$ cat config.mk
export PLATFORM = sky130hd
export DESIGN_NAME = sensor_talkback_interrogator
export DESIGN_NICKNAME = d
export VERILOG_FILES = /design/src/talkback_pkg.sv /design/src/sensor_talkback_interrogator.sv /design/src/reply_assembler.sv /design/src/step_checker.sv
export VERILOG_INCLUDE_DIRS = /design/src
export SDC_FILE = /design/constraint.sdc
export NUM_CORES = 1
export LEC_CHECK = 0
export BUFFER_PORTS_ARGS = -buffer_cell sky130_fd_sc_hd__buf_2
export CAP_MARGIN = 20
export CORE_MARGIN = 3
export CORE_UTILIZATION = 60
export DETAILED_ROUTE_END_ITERATION = 10
export PLACE_DENSITY = 0.81
export SLEW_MARGIN = 15
export SYNTH_ARGS = -nofsm -noshare
export SYNTH_HDL_FRONTEND = slang
export SYNTH_SLANG_ARGS = --single-unit
$ cat constraint.sdc
create_clock -name clk_in -period 13.28 [get_ports clk_in]
set_clock_uncertainty 0.05 [all_clocks]
set_input_delay 0.664 -clock clk_in [delete_from_list [all_inputs] [get_ports clk_in]]
set_output_delay 0.664 -clock clk_in [all_outputs]
set_load 0.01 [all_outputs]
$ cat src/talkback_consts.svh
/*
 * Holds the shared constants of the talkback interrogator: register
 * offsets, status bit positions, reset values, command codes, timing.
 * Assumes it is included by bare name before the package and modules.
 */
// What this block does
// - Three-bit decoder command codes, asks are 4-7
// - All-ones trigger plus non-zero target starts talkback
// - Result overwrites trigger: reply word, else zeros
// - Good reply sets good flag, clears no-reply
// - Busy flag held during talkback, ends within second
// - Host poll answers may wait until talkback ends
// - All-ones stays until the result replaces it
// - Desired output changes wait for talkback end
// - Command 5 turns loop excitation on, returns 1
// - Command 4 gives 15-bit count plus contact
// - Command 4 gives scaled loop reading, excitation off
// - Command 7 gives volts high, solenoid state low
// - Command 7 resets the return pointer to zero
// - Command 6 returns pointed word, then increments
// - Pointer values map to position, text, serial, time
// - Replies are 16-bit words, high byte first
// - Acknowledge current step published in milliamps
// - Step above upper threshold flags switching failure
`ifndef TALKBACK_CONSTS_SVH
`define TALKBACK_CONSTS_SVH

// ==========================================================
// Register offsets
`define REG_STATUS 8'h00
`define REG_THRESH 8'h02
`define REG_TARGET 8'h18
`define REG_TRIG 8'h19
`define REG_STEP 8'h1a
`define REG_PTR 8'h1b

// ==========================================================
// Status bits and values
`define ST_BIT_BUSY 0
`define ST_BIT_FAIL 7
`define ST_BIT_GOOD 12
`define ST_BIT_NOREPLY 14
`define TRIG_ALL_ONES 16'hffff
`define RESULT_NONE 16'h0000
`define THRESH_RESET 16'h038e
`define ZERO16 16'h0000

// ==========================================================
// Decoder commands
`define CMD_OFF 3'h0
`define CMD_ON 3'h1
`define CMD_RSVD 3'h2
`define CMD_CAL 3'h3
`define CMD_ASK1 3'h4
`define CMD_ASK2 3'h5
`define CMD_ASK3 3'h6
`define CMD_ASK4 3'h7

// ==========================================================
// Return pointer field starts
`define PTR_TEXT1 6'h04
`define PTR_TEXT2 6'h10
`define PTR_SERIAL 6'h1c
`define PTR_TIME 6'h1d
`define PTR_DATE 6'h1f
`define PTR_PIN 6'h21
`define PTR_VER 6'h22

// ==========================================================
// Timing
`define TALK_TIMEOUT_MS 1000
`define CLK_KHZ 50000

`endif

$ cat src/talkback_pkg.sv
/*
 * Types shared by the talkback interrogator modules.
 * Assumes talkback_consts.svh is compiled alongside.
 */
package talkback_pkg;

   // ==========================================================
   // Interrogation sequencer states
   typedef enum logic [2:0] {
      ST_IDLE = 3'b001,
      ST_SEND = 3'b010,
      ST_WAIT = 3'b100
   } talk_state_t;

   // ==========================================================
   // What the mirrored return pointer selects
   typedef enum logic [3:0] {
      PF_POSITION = 4'h0,
      PF_TEXT1 = 4'h1,
      PF_TEXT2 = 4'h2,
      PF_SERIAL = 4'h3,
      PF_TIME = 4'h4,
      PF_DATE = 4'h5,
      PF_PIN = 4'h6,
      PF_VERSION = 4'h7,
      PF_BEYOND = 4'h8
   } ptr_field_t;

endpackage

$ cat src/sensor_talkback_interrogator.sv
/*
 * Talkback interrogator: holding registers at the host side, command
 * strobe and reply bytes at the decoder line side.
 * Assumes a framing layer turns host messages into register
 * accesses, and a line transmitter and receiver on the same clock.
 */
`timescale 1ns/10ps
`include "talkback_consts.svh"
module sensor_talkback_interrogator
   import talkback_pkg::*;
#(
   parameter int unsigned TIMEOUT_CYC = `TALK_TIMEOUT_MS * `CLK_KHZ,
   parameter int unsigned TMR_W = 26
) (
   input wire logic clk_in,
   input wire logic rst_in,
   input wire logic [7:0] reg_addr_in,
   input wire logic reg_wr_in,
   input wire logic reg_rd_in,
   input wire logic [15:0] reg_wdata_in,
   output logic [15:0] reg_rdata_out,
   output logic reg_ack_out,
   output logic tx_start_out,
   output logic [2:0] tx_cmd_out,
   output logic [6:0] tx_addr_out,
   input wire logic rx_byte_valid_in,
   input wire logic [7:0] rx_byte_in,
   input wire logic step_valid_in,
   input wire logic [15:0] step_ma_in,
   input wire logic desired_req_in,
   output logic desired_go_out,
   output logic busy_out,
   output logic [3:0] ptr_field_out
);

   // ==========================================================
   // Pointer decode, used by the read mux and the field output
   function automatic ptr_field_t field_of(input logic [5:0] p);
      if (p < `PTR_TEXT1) field_of = PF_POSITION;
      else if (p < `PTR_TEXT2) field_of = PF_TEXT1;
      else if (p < `PTR_SERIAL) field_of = PF_TEXT2;
      else if (p < `PTR_TIME) field_of = PF_SERIAL;
      else if (p < `PTR_DATE) field_of = PF_TIME;
      else if (p < `PTR_PIN) field_of = PF_DATE;
      else if (p < `PTR_VER) field_of = PF_PIN;
      else if (p == `PTR_VER) field_of = PF_VERSION;
      else field_of = PF_BEYOND;
   endfunction

   // ==========================================================
   // Declarations
   talk_state_t state_r;
   logic [15:0] target_r;
   logic [15:0] trig_r;
   logic armed_r;
   logic [15:0] thresh_r;
   logic good_r;
   logic noreply_r;
   logic fail_r;
   logic [5:0] ptr_r;
   logic [TMR_W-1:0] timer_r;
   logic rd_pend_r;
   logic [7:0] rd_addr_r;
   logic desired_pend_r;
   logic [2:0] cmd_r;
   logic word_valid;
   logic [15:0] word;
   logic [15:0] step_ma;
   logic step_event;
   logic step_over;
   logic idle;
   logic start_ok;
   logic done_good;
   logic done_none;
   logic wr_target;
   logic wr_trig;
   logic wr_status;
   logic wr_thresh;
   logic [15:0] status_word;
   logic [15:0] rdata_nxt;

   assign idle = (state_r == ST_IDLE);
   assign start_ok = idle && armed_r && (trig_r == `TRIG_ALL_ONES) && (target_r != `ZERO16);
   assign done_good = (state_r == ST_WAIT) && word_valid;
   assign done_none = (state_r == ST_WAIT) && !word_valid && (timer_r == '0);
   // Target and trigger are frozen while busy so one talkback is outstanding
   assign wr_target = reg_wr_in && (reg_addr_in == `REG_TARGET) && idle;
   assign wr_trig = reg_wr_in && (reg_addr_in == `REG_TRIG) && idle;
   assign wr_status = reg_wr_in && (reg_addr_in == `REG_STATUS);
   assign wr_thresh = reg_wr_in && (reg_addr_in == `REG_THRESH);

   // ==========================================================
   // Sub-blocks
   reply_assembler u_reply (
      .clk_in(clk_in),
      .rst_in(rst_in),
      .clear_in(state_r == ST_SEND),
      .byte_valid_in(rx_byte_valid_in && (state_r == ST_WAIT)),
      .byte_in(rx_byte_in),
      .word_valid_out(word_valid),
      .word_out(word)
   );

   step_checker u_step (
      .clk_in(clk_in),
      .rst_in(rst_in),
      .step_valid_in(step_valid_in),
      .step_ma_in(step_ma_in),
      .thresh_in(thresh_r),
      .step_ma_out(step_ma),
      .event_out(step_event),
      .over_out(step_over)
   );

   // ==========================================================
   // Interrogation sequencer
   always_ff @(posedge clk_in or posedge rst_in) begin
      if (rst_in) begin
         state_r <= ST_IDLE;
         timer_r <= '0;
      end else begin
         unique case (state_r)
            ST_IDLE: begin
               if (start_ok) begin
                  state_r <= ST_SEND;
               end
            end
            ST_SEND: begin
               state_r <= ST_WAIT;
               timer_r <= TMR_W'(TIMEOUT_CYC);
            end
            ST_WAIT: begin
               timer_r <= timer_r - 1'b1;
               if (done_good || done_none) begin
                  state_r <= ST_IDLE;
               end
            end
            default: begin
               state_r <= ST_IDLE;
            end
         endcase
      end
   end

   // ==========================================================
   // Line command strobe
   always_ff @(posedge clk_in or posedge rst_in) begin
      if (rst_in) begin
         tx_start_out <= 1'b0;
         tx_cmd_out <= `CMD_OFF;
         tx_addr_out <= 7'h00;
         cmd_r <= `CMD_OFF;
      end else begin
         tx_start_out <= (state_r == ST_SEND);
         if (state_r == ST_SEND) begin
            tx_cmd_out <= target_r[10:8];
            tx_addr_out <= target_r[6:0];
            cmd_r <= target_r[10:8];
         end
      end
   end

   // ==========================================================
   // Holding registers
   always_ff @(posedge clk_in or posedge rst_in) begin
      if (rst_in) begin
         target_r <= `ZERO16;
         thresh_r <= `THRESH_RESET;
      end else begin
         if (wr_target) begin
            target_r <= reg_wdata_in;
         end
         if (wr_thresh) begin
            thresh_r <= reg_wdata_in;
         end
      end
   end

   // Only a host write arms a start: a reply that is itself all ones
   // (closed contact, count at its top) must not launch another talkback
   always_ff @(posedge clk_in or posedge rst_in) begin
      if (rst_in) begin
         armed_r <= 1'b0;
      end else if (start_ok) begin
         armed_r <= 1'b0;
      end else if (wr_trig) begin
         armed_r <= (reg_wdata_in == `TRIG_ALL_ONES);
      end
   end

   // The reply word is passed on untouched: the decoder type decides its meaning
   always_ff @(posedge clk_in or posedge rst_in) begin
      if (rst_in) begin
         trig_r <= `ZERO16;
      end else if (done_good) begin
         trig_r <= word;
      end else if (done_none) begin
         trig_r <= `RESULT_NONE;
      end else if (wr_trig) begin
         trig_r <= reg_wdata_in;
      end
   end

   // ==========================================================
   // Status flags; completion wins over a host write in the same cycle
   always_ff @(posedge clk_in or posedge rst_in) begin
      if (rst_in) begin
         good_r <= 1'b0;
         noreply_r <= 1'b0;
         fail_r <= 1'b0;
      end else begin
         if (done_good || done_none) begin
            good_r <= done_good;
            noreply_r <= done_none;
         end else if (wr_status) begin
            good_r <= reg_wdata_in[`ST_BIT_GOOD];
            noreply_r <= reg_wdata_in[`ST_BIT_NOREPLY];
         end
         if (step_event) begin
            fail_r <= step_over;
         end else if (wr_status) begin
            fail_r <= reg_wdata_in[`ST_BIT_FAIL];
         end
      end
   end

   always_ff @(posedge clk_in or posedge rst_in) begin
      if (rst_in) begin
         busy_out <= 1'b0;
      end else begin
         busy_out <= !idle || start_ok;
      end
   end

   // ==========================================================
   // Mirror of the addressed decoder's return pointer
   always_ff @(posedge clk_in or posedge rst_in) begin
      if (rst_in) begin
         ptr_r <= 6'h00;
         ptr_field_out <= PF_POSITION;
      end else begin
         if ((state_r == ST_SEND) && (target_r[10:8] == `CMD_ASK4)) begin
            ptr_r <= 6'h00;
         end else if (done_good && (cmd_r == `CMD_ASK3)) begin
            ptr_r <= ptr_r + 6'h01;
         end
         ptr_field_out <= field_of(ptr_r);
      end
   end

   // ==========================================================
   // Desired-output changes are held until the line is free
   always_ff @(posedge clk_in or posedge rst_in) begin
      if (rst_in) begin
         desired_pend_r <= 1'b0;
         desired_go_out <= 1'b0;
      end else begin
         desired_go_out <= 1'b0;
         if (desired_req_in || desired_pend_r) begin
            if (idle && !start_ok) begin
               desired_go_out <= 1'b1;
               desired_pend_r <= 1'b0;
            end else begin
               desired_pend_r <= 1'b1;
            end
         end
      end
   end

   // ==========================================================
   // Host access answers; reads wait out a running talkback
   always_comb begin
      status_word = `ZERO16;
      status_word[`ST_BIT_BUSY] = busy_out;
      status_word[`ST_BIT_FAIL] = fail_r;
      status_word[`ST_BIT_GOOD] = good_r;
      status_word[`ST_BIT_NOREPLY] = noreply_r;
      unique case (rd_addr_r)
         `REG_STATUS: rdata_nxt = status_word;
         `REG_THRESH: rdata_nxt = thresh_r;
         `REG_TARGET: rdata_nxt = target_r;
         `REG_TRIG: rdata_nxt = trig_r;
         `REG_STEP: rdata_nxt = step_ma;
         `REG_PTR: rdata_nxt = {6'h00, 4'(field_of(ptr_r)), ptr_r};
         default: rdata_nxt = `ZERO16;
      endcase
   end

   always_ff @(posedge clk_in or posedge rst_in) begin
      if (rst_in) begin
         rd_pend_r <= 1'b0;
         rd_addr_r <= 8'h00;
         reg_ack_out <= 1'b0;
         reg_rdata_out <= `ZERO16;
      end else begin
         reg_ack_out <= reg_wr_in;
         if (reg_rd_in) begin
            rd_pend_r <= 1'b1;
            rd_addr_r <= reg_addr_in;
         end else if (rd_pend_r && idle) begin
            rd_pend_r <= 1'b0;
            reg_ack_out <= 1'b1;
            reg_rdata_out <= rdata_nxt;
         end
      end
   end

   // ==========================================================
   // Checks
   logic [TMR_W:0] busy_cnt_r;
   always_ff @(posedge clk_in or posedge rst_in) begin
      if (rst_in) begin
         busy_cnt_r <= '0;
      end else begin
         busy_cnt_r <= idle ? '0 : busy_cnt_r + 1'b1;
      end
   end

   chk_start_cond: assert property (@(posedge clk_in) disable iff (rst_in)
      start_ok |=> (state_r == ST_SEND) ##1 tx_start_out)
      else $error("talkback did not start");
   chk_result_good: assert property (@(posedge clk_in) disable iff (rst_in)
      done_good |=> (trig_r == $past(word)) && good_r && !noreply_r)
      else $error("good reply not published");
   chk_result_none: assert property (@(posedge clk_in) disable iff (rst_in)
      done_none |=> (trig_r == `RESULT_NONE) && noreply_r && !good_r)
      else $error("missing reply not published");
   chk_busy_bound: assert property (@(posedge clk_in) disable iff (rst_in)
      busy_cnt_r <= (TMR_W + 1)'(TIMEOUT_CYC + 2))
      else $error("talkback exceeded its timeout");
   chk_trig_kept: assert property (@(posedge clk_in) disable iff (rst_in)
      (state_r == ST_WAIT) && !done_good && !done_none |=> trig_r == `TRIG_ALL_ONES)
      else $error("trigger value lost before result");
   chk_desired_hold: assert property (@(posedge clk_in) disable iff (rst_in)
      desired_go_out |-> $past(idle) && $past(!start_ok))
      else $error("desired change released during talkback");
   chk_tx_cmd: assert property (@(posedge clk_in) disable iff (rst_in)
      tx_start_out |-> (tx_cmd_out == $past(target_r[10:8])) && (tx_addr_out == $past(target_r[6:0])))
      else $error("command sent differs from target");
   chk_ptr_reset: assert property (@(posedge clk_in) disable iff (rst_in)
      tx_start_out && (tx_cmd_out == `CMD_ASK4) |-> ptr_r == 6'h00)
      else $error("pointer not reset by command seven");
   chk_result_rearm: assert property (@(posedge clk_in) disable iff (rst_in)
      (done_good || done_none) |=> !start_ok)
      else $error("result value restarted a talkback");
   chk_read_wait: assert property (@(posedge clk_in) disable iff (rst_in)
      rd_pend_r && !idle && !reg_wr_in |=> !reg_ack_out)
      else $error("read answered during talkback");

endmodule // sensor_talkback_interrogator

$ cat src/reply_assembler.sv
/*
 * Pairs reply bytes from the line receiver into 16-bit words.
 * Assumes bytes arrive on the same clock, high byte first.
 */
`timescale 1ns/10ps
module reply_assembler (
   input wire logic clk_in,
   input wire logic rst_in,
   input wire logic clear_in,
   input wire logic byte_valid_in,
   input wire logic [7:0] byte_in,
   output logic word_valid_out,
   output logic [15:0] word_out
);

   logic have_hi_r;
   logic [7:0] hi_r;

   // An odd byte left over is dropped by the next clear
   always_ff @(posedge clk_in or posedge rst_in) begin
      if (rst_in) begin
         have_hi_r <= 1'b0;
         hi_r <= 8'h00;
         word_out <= 16'h0000;
         word_valid_out <= 1'b0;
      end else begin
         word_valid_out <= 1'b0;
         if (clear_in) begin
            have_hi_r <= 1'b0;
         end else if (byte_valid_in) begin
            if (!have_hi_r) begin
               hi_r <= byte_in;
               have_hi_r <= 1'b1;
            end else begin
               word_out <= {hi_r, byte_in};
               word_valid_out <= 1'b1;
               have_hi_r <= 1'b0;
            end
         end
      end
   end

endmodule // reply_assembler

$ cat src/step_checker.sv
/*
 * Captures the acknowledge current step and compares it with the
 * upper threshold. Assumes the measurement arrives as a one-cycle
 * strobe on the same clock.
 */
`timescale 1ns/10ps
module step_checker (
   input wire logic clk_in,
   input wire logic rst_in,
   input wire logic step_valid_in,
   input wire logic [15:0] step_ma_in,
   input wire logic [15:0] thresh_in,
   output logic [15:0] step_ma_out,
   output logic event_out,
   output logic over_out
);

   always_ff @(posedge clk_in or posedge rst_in) begin
      if (rst_in) begin
         step_ma_out <= 16'h0000;
         event_out <= 1'b0;
         over_out <= 1'b0;
      end else begin
         event_out <= step_valid_in;
         if (step_valid_in) begin
            step_ma_out <= step_ma_in;
            over_out <= (step_ma_in > thresh_in);
         end
      end
   end

   chk_step_over: assert property (@(posedge clk_in) disable iff (rst_in)
      step_valid_in && (step_ma_in > thresh_in) |=>
      event_out && over_out && (step_ma_out == $past(step_ma_in)))
      else $error("step above threshold not flagged");

endmodule // step_checker

After elaboration in Yosys (flattened, before gate mapping)
Index checks and enable logic that the tools add are counted.
{ "word_totals": {"word_cells": 137, "out_inout_bits": 34, "in_bits": 55, "regBits": 175} }
{ "classes": {"reduce_logical": 39, "eq_ne": 18, "n_addsub": 2, "n_lt_le_gt_ge": 8, "mux": 39, "n_bitwise": 3} }
{ "ops": {"columns": ["operator", "count"], "rows": [
  ["16-bit one-hot mux with 6 select lines", 1],
  ["26-bit one-hot mux with 2 select lines", 1],
  ["8-bit by 5-bit equality test with 1-bit output, second input constant", 6],
  ["16-bit two-way mux", 3],
  ["16-bit equality test, second input constant", 2],
  ["4-bit two-way mux", 8],
  ["26-bit zero test", 1],
  ["26-bit by 1-bit subtractor with 26-bit output, second input constant", 1],
  ["6-bit by 5-bit less-than comparator with 1-bit output, second input constant", 4],
  ["1-bit two-way mux", 21],
  ["1-bit logical AND", 17],
  ["8-bit by 2-bit equality test with 1-bit output, second input constant", 2],
  ["16-bit greater-than comparator", 1],
  ["8-bit zero test", 2],
  ["16-bit nonzero test", 1],
  ["2-bit nonzero test", 7],
  ["6-bit less-than comparator, second input constant", 2],
  ["6-bit two-way mux", 2],
  ["3-bit equality test, second input constant", 3],
  ["3-bit one-hot mux with 3 select lines", 1],
  ["6-bit by 1-bit adder with 6-bit output, second input constant", 1],
  ["6-bit equality test, second input constant", 1],
  ["6-bit by 3-bit less-than comparator with 1-bit output, second input constant", 1],
  ["3-bit two-way mux", 2],
  ["other kinds (9)", 18]
]} }

Logic depth before layout (Yosys ltp)
{ "logic_depth": {"depth_word": 10, "depth_mapped": 8, "ltp_nobuf": 6} }

Cells and area by module
From an unflattened synthesis, not the netlist that was laid out.
{ "unflattened": {"hier_cells": 735, "area_unflattened_um2": 8398.1} }
{ "by_module_without_submodules": {"columns": ["mod", "area_per_inst_um2", "instances", "seq_area_each_um2", "cells_per_inst"], "rows": [
  ["sensor_talkback_interrogator", 6318.6, 1, 3286.9, 583],
  ["step_checker", 1088.5, 1, 450.4, 95],
  ["reply_assembler", 991.0, 1, 650.6, 57]
]} }

Least setup slack after synthesis
OpenSTA, ideal clock, no wires.
{ "synth_timing": {"path_kind": "flip-flop to flip-flop", "start": "register timer_r[14]", "end": "register trig_r[8]", "synth_period_minus_slack_ps": 2153, "required_time_ps": 13088, "setup_time_ps": 142, "slack_ps": 11127, "path_stages_with_launch": 6, "n_path_buf": 1, "arrival_time_ps": 1961, "cell_sequence": "dfrtp_1 -> or4_4 -> or4_4 -> nor3_4 -> buf_6 -> a211oi_1"} }
{ "synth_between": {"elab_chain_cells": 4, "word_cells_on_any_way": 5, "cone_classes": "2 x mux; 3 x reduce/logical"} }
{ "synth_rtl": {"columns": ["item", "line_no", "source"], "rows": [
  ["start: declaration", "sensor_talkback_interrogator.sv:61", "logic [TMR_W-1:0] timer_r;"],
  ["start signal: assignment", "sensor_talkback_interrogator.sv:130", "timer_r <= TMR_W'(TIMEOUT_CYC);"],
  ["start signal: assignment", "sensor_talkback_interrogator.sv:133", "timer_r <= timer_r - 1'b1;"],
  ["26-bit zero test *", "sensor_talkback_interrogator.sv:85", "assign done_none = (state_r == ST_WAIT) && !word_valid && (timer_r == '0);"],
  ["1-bit logical AND *", "sensor_talkback_interrogator.sv:85", null],
  ["16-bit two-way mux", "sensor_talkback_interrogator.sv:197", "end else if (done_none) begin"],
  ["16-bit two-way mux", "sensor_talkback_interrogator.sv:195", "end else if (done_good) begin"],
  ["end signal: assignment", "sensor_talkback_interrogator.sv:194", "trig_r <= `ZERO16;"],
  ["end signal: assignment", "sensor_talkback_interrogator.sv:196", "trig_r <= word;"],
  ["end signal: assignment", "sensor_talkback_interrogator.sv:198", "trig_r <= `RESULT_NONE;"],
  ["end: declaration", "sensor_talkback_interrogator.sv:54", "logic [15:0] trig_r;"]
]} }
Every way passes the cells marked *; elsewhere a longest branch is shown, timed or not.
A chain may end at the register's enable or synchronous reset.

Final worst setup path
{ "layout_timing": {"start": "register timer_r[3]", "end": "register good_r"} }
{ "layout_between": {"elab_chain_cells": 4, "word_cells_on_any_way": 5, "cone_classes": "1 x mux; 4 x reduce/logical"} }
{ "layout_rtl": {"columns": ["item", "line_no", "source"], "rows": [
  ["26-bit zero test *", "sensor_talkback_interrogator.sv:85", null],
  ["1-bit logical AND *", "sensor_talkback_interrogator.sv:85", null],
  ["1-bit logical OR *", "sensor_talkback_interrogator.sv:212", "if (done_good || done_none) begin"],
  ["1-bit two-way mux / 2-bit nonzero test (equally long branches)", null, null],
  ["end signal: assignment", "sensor_talkback_interrogator.sv:213", "good_r <= done_good;"],
  ["end signal: assignment", "sensor_talkback_interrogator.sv:216", "good_r <= reg_wdata_in[`ST_BIT_GOOD];"],
  ["end: declaration", "sensor_talkback_interrogator.sv:57", "logic good_r;"]
]} }
Marks and branches as above.

==> run summary <==
Element type at the critical path end = flip-flop
Synth warnings = 0
Post-route DRC = 0
HP Class = in2async
Met1 Use GR = 38.2%
CTS tree = done
Peak supply drop = 98.3 uV
Initial DRC Count = 738
Startpoint Class = flip-flop
Netlist Area Pre-Place = 8590 sq um
Arr. time, crit path = 3.06 ns
First-pass GRT wire length = 36.4 mm
Max Fclk = 355 MHz
Synth Area in Adders = 2.77%
Buffer and inverter count on the worst path = 0
Core area = 13900 sq um
Power Internal = 0.000896 W
Number of max-cap violations = 0
Die height = 126 microns
DRT Wirelength = 22.6 mm
# IOs = 89
Synth cell types = 72
Post-CTS sizing = 0
Post-route minimum period = 2.82 ns
Met2 usage = 48.2%
Clk_lat worst skew = 0.44 ns
Mapped Avg Cell Area = 11.3 sq um
Nets@finish = 910
Largest area contributor in the netlist = dfrtp_1
Initial antenna violation count = 1
Hold-fix buffers, CTS = 0
First-pass DRT Iterations = 6
Delay-heaviest family, CP = simple AND/OR/NAND/NOR gates
Routability cong. = 0.971
Gate power share = 7.9%
Maximum buffer depth of the clock tree = 2
Most common library cells after synthesis = dfrtp_1 (168), mux2_2 (81), nand2_1 (66), nor2_1 (51), mux2i_1 (46)
Sequential power share = 48.0%
CP max FO = 19
EDFF count, synth = 0
Clock power share = 44.1%
Slew margin rel. = 30.0%
Busiest grt layer = met2
Count of input and output buffers = 88
Post-CTS Setup Inserts = 0
GR Overflow Total = 0
Final setup viols = 0
Final Max Tran Viols = 0
Vias in the first global route = 6655
Sequential cell area fraction in the yosys report = 51.1%
Setup TNS = 0 ns
Row count = 43
Initial core utilization = 61.7%
Post-synth top area share = 48.9%
Flops & latches, synth = 175
Crit-path slowest cell = nor3_4
Worst path required time = 13.52 ns
CTS buffer count = 17
Largest net degree at the start of global routing = 107
Grt met3 use = 6.02%
Delay of the slowest critical-path stage = 0.80 ns
Area grow syn2layout = 13.5%
Final hold vios = 0
Clock sinks = 175
Worst-Margin Slew = 1.05 ns
Vias = 6706
Via density = 6.52
Crit-path cells = nor4_1 -> nand4b_1 -> nor3_4 -> o21ai_0
Clock Pin Slew Worst Setup and Hold Paths = 0.07 ns
Syn_nets = 836
Multiplexer share of the synthesized area = 17.0%
Leakage power = 4.52 nW
RSZ-0062 raised after global routing = false
Routed Antenna Nets = 0
Synth Area in Compound Gates = 11.1%
Ys flop type = dfrtp_1
Tot GR Track Use = 29.3%
Total power = 0.00118 W
Synth top area cells = dfrtp_1 (49%), mux2_2 (11%), mux2i_1 (5.4%), nand2_1 (2.9%), ha_1 (2.8%)
Status = finished, final reports clean
Chip width = 126 microns
Layout cells sized above 1 = 27.6%
HPWL after DPL = 16.2 mm
Sw Ratio = 24.1%
Most frequent cell after synthesis = dfrtp_1
Clock root buffer = clkbuf_16
Pwr/cell area = 121 nW/um^2
Synth Instances = 762
Asr flop ratio synth = 100%
Synth Area in XOR/XNOR = 0.612%
Largest family of logic cells by synthesized area = multiplexers
Sw Pwr = 0.000284 W
WS Path Type = reg2reg
Fin crit share = 21.2%
Synth Area in Simple Gates = 14.3%
Die area = 15800 sq um
Drt wl/cell = 22.0 microns
H-tree depth = 4
Antenna diodes = 0
## cell type report
type                       count  area, sq um
clock buffer                  20          457
clock inverter                12          159
fill                         988         4180
inverter                      27          106
multi-input combinational    521         3930
sequential                   175         4390
tap                          180          225
timing repair buffer          94          485
## layer usage
layer / part of all wire, % / up-vias
met5: 0.057 / -
met1: 40 / 3363
met3: 7.2 / 65
met4: 3.3 / 2
li1: - / 2976
met2: 49 / 300
## power by group through the flow
stage                     Sequential, W  Clock, W  Combinational (W)
final                          0.000567  0.000520          0.0000931
after detailed placement       0.000576         0          0.0000917
after global placement         0.000575         0          0.0000881
after CTS                      0.000566  0.000526          0.0000927
after floorplan                0.000569         0          0.0000604
after global routing           0.000568  0.000544           0.000102
## sequential cells by signal, summed over array words and instances (netlist names), 3 cells and up
register            cells
thresh_r               16
state_r                 3
tx_addr_out             7
rd_addr_r               8
timer_r                26
trig_r                 16
cmd_r                   3
u_reply.hi_r            8
reg_rdata_out          16
u_step.step_ma_out     16
ptr_r                   6
target_r               16
ptr_field_out           4
u_reply.word_out       16
## logic make-up after synthesis
| family | after synthesis |
|---|---|
| compound gates | 132 |
| xor+xnor | 6 |
| mux | 131 |
| buf+inv | 66 |
| flops | 175 |
| fa+ha+maj | 19 |
| simple gates | 233 |
## path summary, 6_finish.rpt
check                           cells past startpoint                to              from  slack [ns]
worst max register to register                      4            good_r        timer_r[3]       10.46
worst min-delay path                                2    tx_addr_out[2]            rst_in        0.40
min in group clk_in                                 2       reg_ack_out         reg_wr_in        0.42
max in group asynchronous                           3      rd_addr_r[5]            rst_in       11.34
worst min register to register                      2  reg_rdata_out[0]  reg_rdata_out[0]        0.42
worst max-delay path                                4            good_r        timer_r[3]       10.46
## stage by stage
| stage | instances | hold slack [ns] | util (%) | area (sq um) | worst slack, ns |
|---|---|---|---|---|---|
| detailed placement | 997 | 0.412 | 65.6 | 9140 | 10.50 |
| CTS | 1029 | 0.407 | 70.0 | 9750 | 10.49 |
| finish | 1029 | 0.398 | 70.0 | 9750 | 10.46 |
| global placement | 997 | 0.399 | 65.6 | 9140 | 10.66 |
| floorplan | 762 | 0.387 | - | 8590 | 7.83 |
| global route | 1029 | 0.414 | 70.0 | 9750 | 10.23 |
## worst register-to-register path, cell delays in order (launching register included)
cell      delay (ns)
dfrtp_1         0.44
nor4_1          0.58
nand4b_1        0.62
nor3_4          0.81
o21ai_0         0.19
## cells in the final DEF, fill, tap and decap left out, types with 17 or more instances in the layout
cell type	n
nand2_1	66
nand4_1	19
inv_1	26
ha_1	19
mux2i_1	46
a211oi_1	20
mux2_2	81
clkbuf_16	17
dfrtp_1	168
o21ai_0	23
buf_2	88
nor2_1	51
Power figures use the tool's default switching activity.
